==> src/design/sdpe_consts.svh <==
// Timing and start-up constants for the speed/direction pulse encoder.
// Assumes a 40 MHz clock; counts derive from microsecond figures.
`ifndef SDPE_CONSTS_SVH
`define SDPE_CONSTS_SVH
`define SDPE_CLK_MHZ 40
`define SDPE_PRE_LOW_US 15
`define SDPE_SPEED_ONLY_US 30
`define SDPE_FORWARD_US 45
`define SDPE_REVERSE_US 90
`define SDPE_PRE_LOW_CYC (`SDPE_PRE_LOW_US * `SDPE_CLK_MHZ)
`define SDPE_SPEED_ONLY_CYC (`SDPE_SPEED_ONLY_US * `SDPE_CLK_MHZ)
`define SDPE_FORWARD_CYC (`SDPE_FORWARD_US * `SDPE_CLK_MHZ)
`define SDPE_REVERSE_CYC (`SDPE_REVERSE_US * `SDPE_CLK_MHZ)
`define SDPE_START_EDGES 2
`define SDPE_HYST_STARTUP 0
`define SDPE_DIR_STARTUP 2
`define SDPE_STARTUP_MISSING 1
`define SDPE_WRONG_DIR_MAX 1
`define SDPE_CNT_W 12
`endif

==> src/design/sdpe_pkg.sv <==
// Types for the speed/direction pulse encoder.
// Assumes sdpe_consts.svh is compiled alongside.
package sdpe_pkg;
  typedef enum logic [1:0] {
    SDPE_IDLE = 2'b00,
    SDPE_PRE = 2'b01,
    SDPE_HIGH = 2'b10
  } sdpe_state_t;
  typedef enum logic [1:0] {
    SDPE_KIND_SPEED = 2'b00,
    SDPE_KIND_FWD = 2'b01,
    SDPE_KIND_REV = 2'b10
  } sdpe_kind_t;
  typedef struct packed {
    logic edge_seen;
    logic rising;
    logic dir_valid;
    logic dir_reverse;
  } sdpe_mag_t;
endpackage

==> src/design/sdpe_encoder.sv <==
// Pulse-width encoder of a two-wire current speed/direction sensor.
// Assumes the front end delivers one-cycle magnetic transition strobes,
// edge polarity, and a direction verdict, all synchronous to i_clk.
// Operation
// First output pulse within two magnetic edges, on a rising edge.
// Hysteresis vibration suppression active straight from power-on.
// Direction suppression active after at most two output pulses.
// At start-up at most one (weak: three) pulses miss direction.
// After reversal at most one pulse carries the wrong direction.
// Each transition gives 15 us low before the high level; the code drops edges that arrive while a pulse is in progress.
// Speed pulses issued from power-on, before direction known.
// Speed-only pulse high for 30 us.
// Direction pulses high 45 us forward, 90 us reverse.
// Receiver classifies pulses by width thresholds.
// Receiver handles up to 12 kHz forward, 8 kHz reverse.
`timescale 1ns/1ps
`default_nettype none
`include "sdpe_consts.svh"
module sdpe_encoder
  import sdpe_pkg::*;
#(
  parameter int CNT_W = `SDPE_CNT_W
)(
  input wire logic i_clk,
  input wire logic i_rst,
  input wire sdpe_mag_t i_mag,
  output logic o_current_high,
  output logic o_busy,
  output logic o_dir_suppress_on,
  output logic o_hyst_suppress_on,
  output sdpe_kind_t o_kind
);
  sdpe_state_t state_ff, nxt_state;
  logic [CNT_W-1:0] cnt_ff, nxt_cnt;
  logic [CNT_W-1:0] width_ff, nxt_width;
  sdpe_kind_t kind_ff, nxt_kind;
  logic started_ff, nxt_started;
  logic [1:0] pulses_ff, nxt_pulses;
  logic high_ff, nxt_high;
  logic go;

  // Before the first pulse only a rising edge may start one
  assign go = i_mag.edge_seen && (started_ff || i_mag.rising);

  always_comb
  begin
    nxt_state = state_ff;
    nxt_cnt = cnt_ff;
    nxt_width = width_ff;
    nxt_kind = kind_ff;
    nxt_started = started_ff;
    nxt_pulses = pulses_ff;
    nxt_high = 1'b0;
    case (state_ff)
      SDPE_IDLE:
      begin
        // Edges during a pulse are dropped; front end limits the rate
        if (go)
        begin
          nxt_state = SDPE_PRE;
          nxt_cnt = CNT_W'(`SDPE_PRE_LOW_CYC - 1);
          nxt_started = 1'b1;
          // Direction taken per pulse, so a reversal costs one pulse at most
          if (!i_mag.dir_valid)
          begin
            nxt_kind = SDPE_KIND_SPEED;
            nxt_width = CNT_W'(`SDPE_SPEED_ONLY_CYC - 1);
          end
          else if (i_mag.dir_reverse)
          begin
            nxt_kind = SDPE_KIND_REV;
            nxt_width = CNT_W'(`SDPE_REVERSE_CYC - 1);
          end
          else
          begin
            nxt_kind = SDPE_KIND_FWD;
            nxt_width = CNT_W'(`SDPE_FORWARD_CYC - 1);
          end
        end
      end
      SDPE_PRE:
      begin
        if (cnt_ff == '0)
        begin
          nxt_state = SDPE_HIGH;
          nxt_cnt = width_ff;
          nxt_high = 1'b1;
        end
        else
          nxt_cnt = cnt_ff - 1'b1;
      end
      SDPE_HIGH:
      begin
        if (cnt_ff == '0)
        begin
          nxt_state = SDPE_IDLE;
          if (pulses_ff != 2'(`SDPE_DIR_STARTUP))
            nxt_pulses = pulses_ff + 1'b1;
        end
        else
        begin
          nxt_cnt = cnt_ff - 1'b1;
          nxt_high = 1'b1;
        end
      end
      default:
        nxt_state = SDPE_IDLE;
    endcase
  end

  always_ff @(posedge i_clk or posedge i_rst)
  begin
    if (i_rst)
    begin
      state_ff <= SDPE_IDLE;
      cnt_ff <= '0;
      width_ff <= '0;
      kind_ff <= SDPE_KIND_SPEED;
      started_ff <= 1'b0;
      pulses_ff <= '0;
      high_ff <= 1'b0;
    end
    else
    begin
      state_ff <= nxt_state;
      cnt_ff <= nxt_cnt;
      width_ff <= nxt_width;
      kind_ff <= nxt_kind;
      started_ff <= nxt_started;
      pulses_ff <= nxt_pulses;
      high_ff <= nxt_high;
    end
  end

  assign o_current_high = high_ff;
  assign o_busy = (state_ff != SDPE_IDLE);
  assign o_kind = kind_ff;
  assign o_hyst_suppress_on = 1'b1;
  // Count reached means suppression by direction is enabled
  assign o_dir_suppress_on = (pulses_ff == 2'(`SDPE_DIR_STARTUP));

  logic [CNT_W-1:0] hi_len_ff;
  always_ff @(posedge i_clk or posedge i_rst)
  begin
    if (i_rst)
      hi_len_ff <= '0;
    else if (high_ff)
      hi_len_ff <= hi_len_ff + 1'b1;
    else
      hi_len_ff <= '0;
  end

  pre_low_a: assert property (@(posedge i_clk) disable iff (i_rst)
    (state_ff == SDPE_IDLE && go) |=> !o_current_high [*8] ##0 state_ff == SDPE_PRE)
    else $error("pre-low not held");
  first_rising_a: assert property (@(posedge i_clk) disable iff (i_rst)
    (state_ff == SDPE_IDLE && !started_ff && i_mag.edge_seen && !i_mag.rising)
      |=> state_ff == SDPE_IDLE)
    else $error("first pulse on falling edge");
  speed_width_a: assert property (@(posedge i_clk) disable iff (i_rst)
    ($fell(o_current_high) && kind_ff == SDPE_KIND_SPEED)
      |-> $past(hi_len_ff) == CNT_W'(`SDPE_SPEED_ONLY_CYC - 1))
    else $error("speed-only width wrong");
  fwd_width_a: assert property (@(posedge i_clk) disable iff (i_rst)
    ($fell(o_current_high) && kind_ff == SDPE_KIND_FWD)
      |-> $past(hi_len_ff) == CNT_W'(`SDPE_FORWARD_CYC - 1))
    else $error("forward width wrong");
  rev_width_a: assert property (@(posedge i_clk) disable iff (i_rst)
    ($fell(o_current_high) && kind_ff == SDPE_KIND_REV)
      |-> $past(hi_len_ff) == CNT_W'(`SDPE_REVERSE_CYC - 1))
    else $error("reverse width wrong");
  pulse_start_a: assert property (@(posedge i_clk) disable iff (i_rst)
    (state_ff == SDPE_IDLE && go) |-> ##[600:602] o_current_high)
    else $error("pulse did not start");
  dir_kind_a: assert property (@(posedge i_clk) disable iff (i_rst)
    (state_ff == SDPE_IDLE && go && i_mag.dir_valid)
      |=> o_kind == (i_mag.dir_reverse ? SDPE_KIND_REV : SDPE_KIND_FWD))
    else $error("direction kind wrong");
  dir_supp_a: assert property (@(posedge i_clk) disable iff (i_rst)
    $rose(o_dir_suppress_on) |-> $past(state_ff) == SDPE_HIGH)
    else $error("direction suppression enabled off a pulse end");
  hyst_a: assert property (@(posedge i_clk) disable iff (i_rst)
    o_hyst_suppress_on)
    else $error("hysteresis suppression off");

  speed_c: cover property (@(posedge i_clk) $fell(o_current_high) && kind_ff == SDPE_KIND_SPEED);
  fwd_c: cover property (@(posedge i_clk) $fell(o_current_high) && kind_ff == SDPE_KIND_FWD);
  rev_c: cover property (@(posedge i_clk) $fell(o_current_high) && kind_ff == SDPE_KIND_REV);
  supp_c: cover property (@(posedge i_clk) $rose(o_dir_suppress_on));
endmodule
`default_nettype wire

==> config.mk <==
export PLATFORM = sky130hd
export DESIGN_NAME = sdpe_encoder
export DESIGN_NICKNAME = d
export VERILOG_FILES = /design/src/design/sdpe_pkg.sv /design/src/design/sdpe_encoder.sv
export VERILOG_INCLUDE_DIRS = /design/src /design/src/design
export SDC_FILE = /design/constraint.sdc
export NUM_CORES = 1
export LEC_CHECK = 0
export BUFFER_PORTS_ARGS = -buffer_cell sky130_fd_sc_hd__buf_2
export CORE_MARGIN = 4
export CORE_UTILIZATION = 30
export CTS_BUF_LIST = sky130_fd_sc_hd__clkbuf_2 sky130_fd_sc_hd__clkbuf_4 sky130_fd_sc_hd__clkbuf_8
export DETAILED_ROUTE_END_ITERATION = 7
export GPL_TIMING_DRIVEN = 0
export SYNTH_ARGS = -nofsm -noshare
export SYNTH_HDL_FRONTEND = slang
export SYNTH_SLANG_ARGS = --single-unit
==> constraint.sdc <==
create_clock -name i_clk -period 3.3 [get_ports i_clk]
set_input_delay 0.825 -clock i_clk [delete_from_list [all_inputs] [get_ports i_clk]]
set_output_delay 0.825 -clock i_clk [all_outputs]
set_load 0.02 [all_outputs]
==> reports/qor.yml <==
ys_types: 49
critPathRequiredTime_ns: 3.47
io_pins: 12
avgSynthCellArea_um2: 8.90
drc_errors: 0
synthSimpleGateAreaFrac_pct: 20.7
fin_skew_ns: 0.00142
syn_to_final_growth_pct: 12.4
max-clock-path-buffers: 2
die_w_um: 78.2
setup_tns_ns: 0
stdcell_count: 247
r2r-start: "cnt_ff[0]$_DFFE_PP0P_"
end_kind: "flop"
reg2reg_slack_ns: 1.09
chipHeight_um: 78.2
min_from: "width_ff[9]$_DFFE_PP0P_"
ys.flop_type: "dfrtp_1"
first_iter_violations: 50
reg2reg_depth: 7
critPathSlowestCell: "a21oi_1"
io_buffers: 10
maxCapViolations: 0
synth_seq_cells: 23
critPathCapture: "cnt_ff[9]$_DFFE_PP0P_"
ant_nets: 0
core_mm2: 0.00475
cp_top_family: "compound AO/OA/AOI/OAI gates"
stdcell_area_mm2: 0.00166
hold_path.class: "reg -> reg"
clock_latency_ns: 0.27
grt_pass1_vias: 1187
max_freq_ghz: 0.452
synth_warnings: 0
outcome: "complete, no violations"
dieArea_mm2: 0.00611
detail_route.wirelength_um: 3390
grt_setup_unrepaired: "no"
nFillCells: 526
numCtsBuffers: 3
drive_gt1_share_pct: 14.4
worst_slew_pin_slew_ns: 0.892
async_flop_share_pct: 100
vias: 1284
clock_sinks: 23
finalHoldViolCount: 0
critPathLaunch: "cnt_ff[0]$_DFFE_PP0P_"
dr.pass1.iters: 4
grt.total_usage_pct: 12.0
path_clk_slew_ns: 0.08
gp_congestion: 0.828
synth_xor_area_share_pct: 1.19
postPlaceCellArea_mm2: 0.00161
fin_crit_ns: 2.21
maxSlewHeadroom_pct: 40.5
wl_per_cell_um: 13.7
drt-vias-per-instance: 5.20
post_cts_resized: 0
cts_hold_buf: 0
htree_levels: 1
place_inst: 243
p_leak_uw: 0.000736
cp.arrival_ns: 2.38
critPathKind: "reg -> reg"
antennaDiodeCount: 0
grt_max_degree: 24
postCtsSetupBuffers: 0
p_per_area_mw_per_mm2: 693
hpwl_um: 2600
cp_num_buf_inv: 1
fin_hold_ws_ns: 0.507
max-vdd-ir-drop_mv: 0.368
cp_cell_sequence: "inv_1 -> ha_1 -> nor4b_2 -> nand4_1 -> a21oi_1 -> o21ai_0 -> a22o_1"
multi_input_area_um2: 818
drv_slew: 0
nets: 194
r2r_end: "cnt_ff[9]$_DFFE_PP0P_"
cts_root_buffer: "clkbuf_8"
grt_overflow: 0
ys_seq_area_share_pct: 39.0
start_util_pct: 31.1
rows: 25
synth_compound_area_share_pct: 26.5
critical_path_cell_count: 7
cp_max_fo: 7
seqCellArea_um2: 576
synth_edf_count: 0
cp-start-kind: "flop"
tritoncts: "yes"
synth_area_mm2: 0.00148
synthMuxAreaShare_pct: 0.762
yosys.area_share.adder_pct: 5.93
synth_top_family_by_area: "compound AO/OA/AOI/OAI gates"
grt_pass1_wl_um: 5830
worst_path_largest_cell_delay_ns: 0.45
synth_cells: 166
syn_nets: 179
post-route-period-util_pct: 67.0
antenna_found_initial: 0
setup_violations: 0
## layer usage
metal  vias up  GRT usage [%]  share of wire [%]
met5         -              0                  0
met4         0           3.67                1.3
met3         4           2.06                4.4
met2        28           19.2                 46
met1       617           16.5                 48
li1        635              -                  -
## cell type report
| type | count | share of cell area (%) |
|---|---|---|
| Sequential cell | 23 | 34.7 |
| Buffer | 8 | 3.24 |
| Multi-Input combinational cell | 127 | 49.3 |
| Inverter | 8 | 1.81 |
| Timing Repair Buffer | 10 | 3.01 |
| Clock buffer | 4 | 2.94 |
| Tap cell | 67 | 5.05 |
## Yosys cell counts, types with 3 or more instances
library cell,n,area (µm²)
ha_1,7,87.6
a21o_1,5,37.5
a21oi_1,10,50.1
inv_1,8,30.0
o31ai_1,6,45.0
nand2_1,20,75.1
nor2_1,14,52.6
a31oi_1,4,25.0
dfrtp_1,23,576
nand2b_1,3,18.8
buf_4,3,22.5
a22o_1,3,26.3
o21ai_0,12,60.1
nor3_1,4,20.0
## cells by family after synthesis
kind of cell / count (synthesis)
AND/OR/NAND/NOR: 58
XOR/XNOR: 2
flip-flops: 23
AO/OA/AOI/OAI: 58
other: 1
multiplexers: 1
buffers and inverters: 16
adder cells (fa/ha/maj): 7
## how the worst min path moves through the flow
stage                              endpoint  slack [ns]  cells after the start
floorplan           width_ff[9]$_DFFE_PP0P_        0.45                      2
global placement    width_ff[3]$_DFFE_PP0P_        0.48                      2
detailed placement  width_ff[9]$_DFFE_PP0P_        0.49                      2
CTS                 width_ff[9]$_DFFE_PP0P_        0.51                      2
global route        width_ff[9]$_DFFE_PP0P_        0.54                      2
finish              width_ff[9]$_DFFE_PP0P_        0.51                      2
## flip-flops by register name, indices dropped and copies added (netlist names)
| name | cells |
|---|---|
| o_kind | 1 |
| state_ff | 2 |
| pulses_ff | 2 |
| width_ff | 5 |
| o_current_high | 1 |
| cnt_ff | 12 |
## power by group
group / leakage, µW / switching [µW] / internal, µW
logic: 0.000425 / 315 / 209
registers: 0.000285 / 78.2 / 356
clock network: 0.0000262 / 98.1 / 94.8
## worst reg2reg max path, delay by kind of cell (launching register included)
family	cells	cell delay (ns)
buffers and inverters	1	0.11
DFF	1	0.42
adders and majority gates	1	0.17
and+or+nand+nor	2	0.59
AOI/OAI and AO/OA	3	0.82
## through the flow
step	total power [µW]	utilization (%)	worst slack, ns
after global routing	1240	34.9	0.826
after detailed placement	963	33.9	0.917
final	1150	34.9	1.09
after global placement	958	33.9	0.926
after floorplan	828	-	1.35
after CTS	1160	34.9	1.12
## placed cells by master (no fill, tap or decap), types with 2 or more instances in the layout
cell type   n
ha_1        7
xnor2_1     2
clkbuf_1    2
a2bb2oi_1   2
a21o_1      5
inv_1       8
buf_2      11
nor3_1      4
buf_4       3
nand2_1    20
nand3_1     2
o21a_1      2
clkbuf_4    2
or3_1       2
o31ai_1     6
a22o_1      3
nor2b_1     2
o21ai_0    12
a21oi_1    10
nor2_1     14
o21ai_1     2
clkbuf_8    3
dfrtp_1    23
a31oi_1     4
o211ai_1    2
nand2b_1    3
(Power assumes the default switching activity.)
